$ cat config.mk
export PLATFORM = sky130hd
export DESIGN_NAME = cic_top
export DESIGN_NICKNAME = d
export VERILOG_FILES = /design/src/hw/cic_pkg.sv /design/src/hw/cic_evt_if.sv /design/src/hw/cic_pin_sync.sv /design/src/hw/cic_sticky.sv /design/src/hw/cic_top.sv
export SDC_FILE = /design/constraint.sdc
export NUM_CORES = 1
export LEC_CHECK = 0
export BUFFER_PORTS_ARGS = -buffer_cell sky130_fd_sc_hd__buf_2
export CAP_MARGIN = 40
export CORE_MARGIN = 5
export CORE_UTILIZATION = 37
export DETAILED_ROUTE_END_ITERATION = 8
export GPL_TIMING_DRIVEN = 1
export PLACE_DENSITY = 0.68
export SYNTH_ARGS = -nofsm -noshare
export SYNTH_HDL_FRONTEND = slang
export SYNTH_SLANG_ARGS = --single-unit
$ cat constraint.sdc
create_clock -name clk_sys -period 1.6 [get_ports clk_sys]
set_input_delay 0.16 -clock clk_sys [delete_from_list [all_inputs] [get_ports clk_sys]]
set_output_delay 0.16 -clock clk_sys [all_outputs]
set_load 0.1 [all_outputs]
$ cat src/hw/cic_pkg.sv
// Constants, register map and field layout of the core interrupt control.
package cic_pkg;

  localparam int ADDR_W = 9;
  localparam int DATA_W = 8;
  localparam int PORT_W = 8;
  localparam int PERIPH_W = 7;
  localparam int EVT_W = 4;

  // Control register and its three mirrors.
  localparam logic [8:0] INTERRUPT_CONTROL_OFS0 = 9'h00b;
  localparam logic [8:0] INTERRUPT_CONTROL_OFS1 = 9'h08b;
  localparam logic [8:0] INTERRUPT_CONTROL_OFS2 = 9'h10b;
  localparam logic [8:0] INTERRUPT_CONTROL_OFS3 = 9'h18b;
  // Peripheral enable register.
  localparam logic [8:0] PERIPHERAL_IRQ_ENABLE_ONE_OFS = 9'h08c;
  // Sticky event status and its mask.
  localparam logic [8:0] EVENT_STATUS_OFS = 9'h190;
  localparam logic [8:0] EVENT_MASK_OFS = 9'h191;

  // Control register fields.
  localparam int GLOBAL_IRQ_ENABLE_BIT = 7;
  localparam int PERIPHERAL_GROUP_ENABLE_BIT = 6;
  localparam int TIMER_OVERFLOW_ENABLE_BIT = 5;
  localparam int EXTERNAL_PIN_IRQ_ENABLE_BIT = 4;
  localparam int PORT_CHANGE_ENABLE_BIT = 3;
  localparam int TIMER_OVERFLOW_FLAG_BIT = 2;
  localparam int EXTERNAL_PIN_IRQ_FLAG_BIT = 1;
  localparam int PORT_CHANGE_FLAG_BIT = 0;

  // Peripheral enable fields.
  localparam int CONVERSION_DONE_ENABLE_BIT = 6;
  localparam int SERIAL_RECEIVE_ENABLE_BIT = 5;
  localparam int SERIAL_TRANSMIT_ENABLE_BIT = 4;
  localparam int SYNC_SERIAL_ENABLE_BIT = 3;
  localparam int CAPTURE_COMPARE_ENABLE_BIT = 2;
  localparam int TIMER_TWO_MATCH_ENABLE_BIT = 1;
  localparam int TIMER_ONE_OVERFLOW_ENABLE_BIT = 0;

  // Event status fields.
  localparam int EVT_TIMER_BIT = 0;
  localparam int EVT_EXT_PIN_BIT = 1;
  localparam int EVT_PORT_CHANGE_BIT = 2;
  localparam int EVT_PERIPH_BIT = 3;

  // Reset values.
  localparam logic [7:0] INTERRUPT_CONTROL_RST = 8'h00;
  localparam logic [6:0] PERIPHERAL_IRQ_ENABLE_ONE_RST = 7'h00;
  localparam logic [3:0] EVENT_RST = 4'h0;

  // Cycles after reset release before pin edges are trusted.
  localparam logic [1:0] SYNC_ARM_CYCLES = 2'h2;

endpackage : cic_pkg

$ cat src/hw/cic_evt_if.sv
// Synchronised pin events passed from the pin front end to the controller.
`timescale 1ns/1ps
interface cic_evt_if;
  logic ext_edge;
  logic [7:0] pin_change_a;
  logic [7:0] pin_change_b;

  modport src (output ext_edge, output pin_change_a, output pin_change_b);
  modport snk (input ext_edge, input pin_change_a, input pin_change_b);
endinterface : cic_evt_if

$ cat src/hw/cic_pin_sync.sv
// Pin synchronisers with edge and change detection.
`timescale 1ns/1ps
module cic_pin_sync
  import cic_pkg::*;
(
  // Clock and reset.
  input wire logic clk_sys,
  input wire logic rst_n,
  // Pins and edge select.
  input wire logic external_irq_pin,
  input wire logic [7:0] port_a_pins,
  input wire logic [7:0] port_b_pins,
  input wire logic ext_edge_rising,
  // Events out.
  cic_evt_if.src evt
);

  typedef struct packed {
    logic [1:0] arm;
    logic ext_s1;
    logic ext_s2;
    logic ext_prev;
    logic [7:0] a_s1;
    logic [7:0] a_s2;
    logic [7:0] a_prev;
    logic [7:0] b_s1;
    logic [7:0] b_s2;
    logic [7:0] b_prev;
  } cic_sync_t;

  cic_sync_t sync_reg;
  cic_sync_t sync_next;
  logic armed;

  assign armed = (sync_reg.arm == SYNC_ARM_CYCLES);

  always_comb
  begin
    sync_next = sync_reg;
    sync_next.ext_s1 = external_irq_pin;
    sync_next.ext_s2 = sync_reg.ext_s1;
    sync_next.ext_prev = sync_reg.ext_s2;
    sync_next.a_s1 = port_a_pins;
    sync_next.a_s2 = sync_reg.a_s1;
    sync_next.a_prev = sync_reg.a_s2;
    sync_next.b_s1 = port_b_pins;
    sync_next.b_s2 = sync_reg.b_s1;
    sync_next.b_prev = sync_reg.b_s2;
    if (!armed)
    begin
      sync_next.arm = sync_reg.arm + 2'h1;
    end
  end

  always_ff @(posedge clk_sys or negedge rst_n)
  begin
    if (!rst_n)
    begin
      sync_reg <= '0;
    end
    else
    begin
      sync_reg <= sync_next;
    end
  end

  // Edges are suppressed until the arm count reaches SYNC_ARM_CYCLES, one cycle before the history flops hold real pin levels.
  assign evt.ext_edge = armed && (ext_edge_rising ?
    (sync_reg.ext_s2 && !sync_reg.ext_prev) :
    (!sync_reg.ext_s2 && sync_reg.ext_prev));
  assign evt.pin_change_a = armed ? (sync_reg.a_s2 ^ sync_reg.a_prev) : '0;
  assign evt.pin_change_b = armed ? (sync_reg.b_s2 ^ sync_reg.b_prev) : '0;

endmodule : cic_pin_sync

$ cat src/hw/cic_sticky.sv
// Sticky event status with write-one-to-clear, mask and level interrupt.
`timescale 1ns/1ps
module cic_sticky
  import cic_pkg::*;
(
  // Clock and reset.
  input wire logic clk_sys,
  input wire logic rst_n,
  // Event pulses.
  input wire logic [3:0] evt_set,
  // Software access.
  input wire logic status_wr,
  input wire logic mask_wr,
  input wire logic [3:0] wr_data,
  // State and interrupt.
  output logic [3:0] status,
  output logic [3:0] mask,
  output logic irq
);

  typedef struct packed {
    logic [3:0] status;
    logic [3:0] mask;
    logic irq;
  } cic_stk_t;

  cic_stk_t stk_reg;
  cic_stk_t stk_next;

  always_comb
  begin
    stk_next = stk_reg;
    if (status_wr)
    begin
      stk_next.status = stk_reg.status & ~wr_data;
    end
    // A new event outranks a clear in the same cycle.
    stk_next.status = stk_next.status | evt_set;
    if (mask_wr)
    begin
      stk_next.mask = wr_data;
    end
    stk_next.irq = |(stk_next.status & stk_next.mask);
  end

  always_ff @(posedge clk_sys or negedge rst_n)
  begin
    if (!rst_n)
    begin
      stk_reg <= '{status: EVENT_RST, mask: EVENT_RST, irq: 1'b0};
    end
    else
    begin
      stk_reg <= stk_next;
    end
  end

  assign status = stk_reg.status;
  assign mask = stk_reg.mask;
  assign irq = stk_reg.irq;

endmodule : cic_sticky

$ cat src/hw/cic_top.sv
// Interrupt control and enable registers of the core, with request logic.
//
// Implementation choice: the address-and-strobe port.
`timescale 1ns/1ps
module cic_top
  import cic_pkg::*;
(
  // Clock and reset.
  input wire logic clk_sys,
  input wire logic rst_n,
  // Register port.
  input wire logic [8:0] reg_addr,
  input wire logic [7:0] reg_wdata,
  input wire logic reg_wr,
  input wire logic reg_rd,
  output logic [7:0] reg_rdata,
  // Core side event sources.
  input wire logic timer_rollover,
  input wire logic low_power_wakeup,
  input wire logic ext_edge_rising,
  input wire logic [6:0] periph_flags,
  // Per-pin change masks from the port block.
  input wire logic [7:0] port_a_pin_change_mask,
  input wire logic [7:0] port_b_pin_change_mask,
  // Pins.
  input wire logic external_irq_pin,
  input wire logic [7:0] port_a_pins,
  input wire logic [7:0] port_b_pins,
  // Interrupt outputs.
  output logic irq_to_core,
  output logic irq_event
);

  typedef struct packed {
    logic global_irq_enable;
    logic peripheral_group_enable;
    logic timer_overflow_enable;
    logic external_pin_irq_enable;
    logic port_change_enable;
    logic timer_overflow_flag;
    logic external_pin_irq_flag;
    logic port_change_flag;
  } cic_ctl_t;

  typedef struct packed {
    cic_ctl_t ctl;
    logic [6:0] peripheral_irq_enable_one;
    logic [7:0] rdata;
    logic irq;
  } cic_state_t;

  cic_state_t st_reg;
  cic_state_t st_next;

  cic_evt_if evt_bus ();

  logic port_change_evt;
  logic periph_req;
  logic core_req;
  logic [3:0] evt_set;
  logic [3:0] evt_status;
  logic [3:0] evt_mask;
  logic evt_irq;
  logic wr_ctl;
  logic wr_peripheral_irq_enable_one;
  logic wr_evt_status;
  logic wr_evt_mask;

  // Decode of the control register and its mirrors.
  function automatic logic is_ctl(input logic [8:0] a);
    is_ctl = (a == INTERRUPT_CONTROL_OFS0) ||
             (a == INTERRUPT_CONTROL_OFS1) ||
             (a == INTERRUPT_CONTROL_OFS2) ||
             (a == INTERRUPT_CONTROL_OFS3);
  endfunction : is_ctl

  // Control register image.
  function automatic logic [7:0] ctl_image(input cic_ctl_t c);
    ctl_image = 8'h00;
    ctl_image[GLOBAL_IRQ_ENABLE_BIT] = c.global_irq_enable;
    ctl_image[PERIPHERAL_GROUP_ENABLE_BIT] = c.peripheral_group_enable;
    ctl_image[TIMER_OVERFLOW_ENABLE_BIT] = c.timer_overflow_enable;
    ctl_image[EXTERNAL_PIN_IRQ_ENABLE_BIT] = c.external_pin_irq_enable;
    ctl_image[PORT_CHANGE_ENABLE_BIT] = c.port_change_enable;
    ctl_image[TIMER_OVERFLOW_FLAG_BIT] = c.timer_overflow_flag;
    ctl_image[EXTERNAL_PIN_IRQ_FLAG_BIT] = c.external_pin_irq_flag;
    ctl_image[PORT_CHANGE_FLAG_BIT] = c.port_change_flag;
  endfunction : ctl_image

  cic_pin_sync u_pin_sync (
    .clk_sys(clk_sys),
    .rst_n(rst_n),
    .external_irq_pin(external_irq_pin),
    .port_a_pins(port_a_pins),
    .port_b_pins(port_b_pins),
    .ext_edge_rising(ext_edge_rising),
    .evt(evt_bus.src)
  );

  assign port_change_evt =
    (|(evt_bus.pin_change_a & port_a_pin_change_mask)) ||
    (|(evt_bus.pin_change_b & port_b_pin_change_mask)) ||
    low_power_wakeup;

  assign periph_req = |(periph_flags & st_reg.peripheral_irq_enable_one);

  assign core_req =
    (st_reg.ctl.timer_overflow_enable && st_reg.ctl.timer_overflow_flag) ||
    (st_reg.ctl.external_pin_irq_enable &&
     st_reg.ctl.external_pin_irq_flag) ||
    (st_reg.ctl.port_change_enable && st_reg.ctl.port_change_flag);

  assign wr_ctl = reg_wr && is_ctl(reg_addr);
  assign wr_peripheral_irq_enable_one = reg_wr && (reg_addr == PERIPHERAL_IRQ_ENABLE_ONE_OFS);
  assign wr_evt_status = reg_wr && (reg_addr == EVENT_STATUS_OFS);
  assign wr_evt_mask = reg_wr && (reg_addr == EVENT_MASK_OFS);

  always_comb
  begin
    evt_set = EVENT_RST;
    evt_set[EVT_TIMER_BIT] = timer_rollover;
    evt_set[EVT_EXT_PIN_BIT] = evt_bus.ext_edge;
    evt_set[EVT_PORT_CHANGE_BIT] = port_change_evt;
    evt_set[EVT_PERIPH_BIT] = periph_req && !st_reg.irq;
  end

  cic_sticky u_sticky (
    .clk_sys(clk_sys),
    .rst_n(rst_n),
    .evt_set(evt_set),
    .status_wr(wr_evt_status),
    .mask_wr(wr_evt_mask),
    .wr_data(reg_wdata[3:0]),
    .status(evt_status),
    .mask(evt_mask),
    .irq(evt_irq)
  );

  always_comb
  begin
    st_next = st_reg;

    if (wr_ctl)
    begin
      st_next.ctl = cic_ctl_t'(reg_wdata);
    end

    if (wr_peripheral_irq_enable_one)
    begin
      st_next.peripheral_irq_enable_one = reg_wdata[6:0];
    end

    if (timer_rollover)
    begin
      st_next.ctl.timer_overflow_flag = 1'b1;
    end
    if (evt_bus.ext_edge)
    begin
      st_next.ctl.external_pin_irq_flag = 1'b1;
    end
    if (port_change_evt)
    begin
      st_next.ctl.port_change_flag = 1'b1;
    end

    // Read data stand for one cycle after the strobe.
    st_next.rdata = 8'h00;
    if (reg_rd)
    begin
      if (is_ctl(reg_addr))
      begin
        st_next.rdata = ctl_image(st_reg.ctl);
      end
      else if (reg_addr == PERIPHERAL_IRQ_ENABLE_ONE_OFS)
      begin
        st_next.rdata = {1'b0, st_reg.peripheral_irq_enable_one};
      end
      else if (reg_addr == EVENT_STATUS_OFS)
      begin
        st_next.rdata = {4'h0, evt_status};
      end
      else if (reg_addr == EVENT_MASK_OFS)
      begin
        st_next.rdata = {4'h0, evt_mask};
      end
    end

    st_next.irq = st_reg.ctl.global_irq_enable &&
      (core_req || (st_reg.ctl.peripheral_group_enable && periph_req));
  end

  always_ff @(posedge clk_sys or negedge rst_n)
  begin
    if (!rst_n)
    begin
      st_reg <= '{ctl: cic_ctl_t'(INTERRUPT_CONTROL_RST),
                  peripheral_irq_enable_one: PERIPHERAL_IRQ_ENABLE_ONE_RST,
                  rdata: 8'h00,
                  irq: 1'b0};
    end
    else
    begin
      st_reg <= st_next;
    end
  end

  assign reg_rdata = st_reg.rdata;
  assign irq_to_core = st_reg.irq;
  assign irq_event = evt_irq;

endmodule : cic_top

==> results.md <==
* Syn nets at 290
* Most frequent cells in the layout: 86 x dfrtp_1, 71 x buf_2, 18 x dlygate4sd3_1, 18 x buf_4, 16 x xor2_1
* Core area at 8300 um^2
* Power density over the cells at 1020 nW/um^2
* Failing checks: setup timing
* Clock sink count at 86
* Total power at 4.26 mW
* Placer Congestion at between 0.8 and 0.9
* Top area cells in the synthesized netlist: dfrtp_1 68%, mux2_2 5.0%, xor2_1 4.4%
* Slew headroom at 67.3%
* # nets final at about 400
* Hold Fails Final Rpt at 0
* Port bufs at 73
* Post-synth EDFFs at 0
* Synth-to-Final Area Change at 31.4%
* Worst hold path class: primary input to register
* CTS Buf Count at 9
* Worst-Margin Slew at 0.493 ns
* F_max at 578 MHz
* Total number of vias at roughly 2100
* Worst skew pair latency at approximately 0.34 ns
* Pin count of the biggest net entering global routing at 87
* Die Area at 10500 um^2
* Dpl ws at -0.519 ns
* Setup crit end: u_sticky.irq$_DFF_PN0_
* Critical path launch point: reg_addr[1]
* Die width at 103 um
* Req. time, crit path at ~1.8 ns
* Comb pwr share at 8.3%
* Synth unique cells at 40
* Crit end category: register
* Most common cell after layout, fill and taps aside: dfrtp_1
* Worst R2R Start: u_pin_sync.sync_reg[30]$_DFF_PN0_
* Ys async rst share at 100%
* Area after DPL at 3750 um^2
* Post-synth top area share at 67.9%
* Crit share post-route at 108%
* RSZ-0062 raised after global routing: yes
* Routed len/inst at between 10 and 15 um
* Synth area leader: dfrtp_1
* First-pass GRT wire length at about 11000 um
* Synth Register Bits at 86
* Row cnt at 33
* Outcome: finished, violations left
* Routed Antenna Nets at 0
* GRT Resource Usage Total at a little over an eighth
* Worst r2r path cells at 5
* DR top layer: met4
* Max reg flops at 34
* Via/cell ratio at 4.79
* Seq/Total Area, Yosys at 67.9%
* Worst Hold Slack at 0.0468 ns
* Initial antenna violation count at 0
* Critical Path Start Type: primary input
* Routed met1 length at 2760 um
* Layout cells sized above 1 at 39.2%
* VDD IR max at just under 0.6 mV
* Yosys warning count at 0
* Met2 wire len at 3070 um
* Reg power frac at 54.4%
* Starting Density at between 30% and 40%
* Total negative setup slack at -0.131 ns
* Setup ws final at -0.131 ns
* H-tree levels at 3
* CTS tree: built
* Initial DRC Count at 91
* Leakage at around 2.0 nW
* Pint at 3.30 mW
* Syn_area_per_cell at 14.1 um^2
* Worst-path clk slew at 0.09 ns
* Boundary Pins at 74
* # DRC at 0
* ANT cells at 0
* Crit path kind: primary input to register
* R2R setup slack at 0.09 ns
* Total Wirelength at 6460 um
* # fillers at 733
* Fin. max-slew vios at 0
* Mapped Cells at 225
* Grt total ovfl at 0
* Number of max-cap violations at 0
* Crit path arrival time at 1.96 ns
* Clock Path Buffers at 2
* Layout Skew at slightly above 0.009 ns
* CP max FO at 4
* P_sw at 0.966 mW
* Met3 wire length at 576 um
* Die extent in y at just over 100 um
* Mapped Area at 3170 um^2
* First-pass DRT Iterations at 4
* Final Setup Violations at 1
* Share of power burned in the clock network at 37.3%
* Fraction of power spent switching nets at around 23%
* Dominant synthesized flop cell: dfrtp_1
* Final min period at 1.73 ns
* DP HPWL at 4710 um
* Post-Layout Inst Area at 4170 um^2
* RR Endpoint: u_sticky.irq$_DFF_PN0_
* CTS root buf: clkbuf_8
* Vias in the first global route at about 2200
-- metrics by stage --
stage / util [%] / cells
after floorplan: - / 225
after global placement: 45.2 / 409
after detailed placement: 45.2 / 409
after CTS: 50.2 / 444
after global routing: 50.2 / 444
final: 50.2 / 444
-- critical path, stage by stage --
cell      delay [ns]
buf_6           0.09
or4b_4          0.55
or4_4           0.58
mux2_4          0.33
a22oi_2         0.15
o211ai_1        0.10
-- logic make-up (layout without fill, tap and decap cells) --
family | count (synthesis) | in the layout | synth area share, %
muxes | 16 | 16 | 5.92
DFF | 86 | 86 | 67.9
AOI/OAI and AO/OA | 36 | 36 | 8.33
adders and majority gates | 1 | 1 | 0.395
and+or+nand+nor | 53 | 53 | 9.71
xor gates and xnor gates | 17 | 17 | 4.70
buffers and inverters | 16 | 130 | 3.08
-- area by class of cell --
| class | instances | area [um^2] | area share [%] |
|---|---|---|---|
| clock buffers | 12 | 165 | 3.97 |
| well taps | 105 | 131 | 3.15 |
| repair buffers | 109 | 702 | 16.9 |
| flip-flops and latches | 86 | 2150 | 51.7 |
| clock inverters | 4 | 53.8 | 1.29 |
| multi-input cells | 123 | 942 | 22.6 |
| inverters | 5 | 18.8 | 0.451 |
-- synth_stat cells (2+ instances only) --
| cell type | number |
|---|---|
| or2_2 | 2 |
| dfrtp_1 | 86 |
| inv_1 | 5 |
| mux2_4 | 2 |
| nor2_1 | 6 |
| a222oi_1 | 2 |
| o41ai_1 | 2 |
| mux2_2 | 14 |
| clkbuf_1 | 2 |
| nor3_1 | 4 |
| xor2_1 | 16 |
| nor2b_1 | 3 |
| nand2_1 | 13 |
| a21boi_0 | 3 |
| a22oi_1 | 13 |
| buf_4 | 8 |
| and2_1 | 4 |
| a221oi_1 | 4 |
| nand3_1 | 5 |
| nand4_1 | 2 |
| o21ai_0 | 9 |
| and3_1 | 2 |
-- per-layer routing --
layer | vias up | GRT usage, %
li1 | 1012 | -
met1 | 1022 | 17.8
met2 | 84 | 21.2
met3 | 8 | 5.21
met4 | 0 | 4.04
met5 | - | 0
-- what timing repair did --
action,4_1_cts,5_1_grt
endpoints found under the hold margin,103,0
gates cloned,0,0
pin swaps,3,0
resized for setup,1,0
hold buffers,18,0
setup endpoints to repair,1,2
setup buffers,1,0
-- worst min path at each step --
stage / depth (start not counted) / slack, ns / endpoint / from
floorplan: 0 / -0.14 / irq_to_core$_DFF_PN0_ / rst_n
global placement: 2 / 0.22 / u_pin_sync.sync_next[14]$_DFF_PN0_ / rst_n
detailed placement: 2 / 0.23 / u_pin_sync.sync_next[14]$_DFF_PN0_ / rst_n
CTS: 2 / 0.03 / st_reg[23]$_DFFE_PN0P_ / reg_wdata[7]
global route: 2 / 0.03 / st_reg[23]$_DFFE_PN0P_ / reg_wdata[7]
finish: 2 / 0.05 / st_reg[23]$_DFFE_PN0P_ / reg_wdata[7]
-- power by group through the flow --
stage | combinational, mW | sequential [mW] | clock (mW)
2_1_floorplan | 0.113 | 2.37 | 0
3_3_place_gp | 0.315 | 2.36 | 0
3_5_place_dp | 0.324 | 2.36 | 0
4_1_cts | 0.363 | 2.32 | 1.64
5_1_grt | 0.397 | 2.33 | 1.74
6_report | 0.354 | 2.32 | 1.59
No activity file was read; power rests on OpenSTA's default activity.
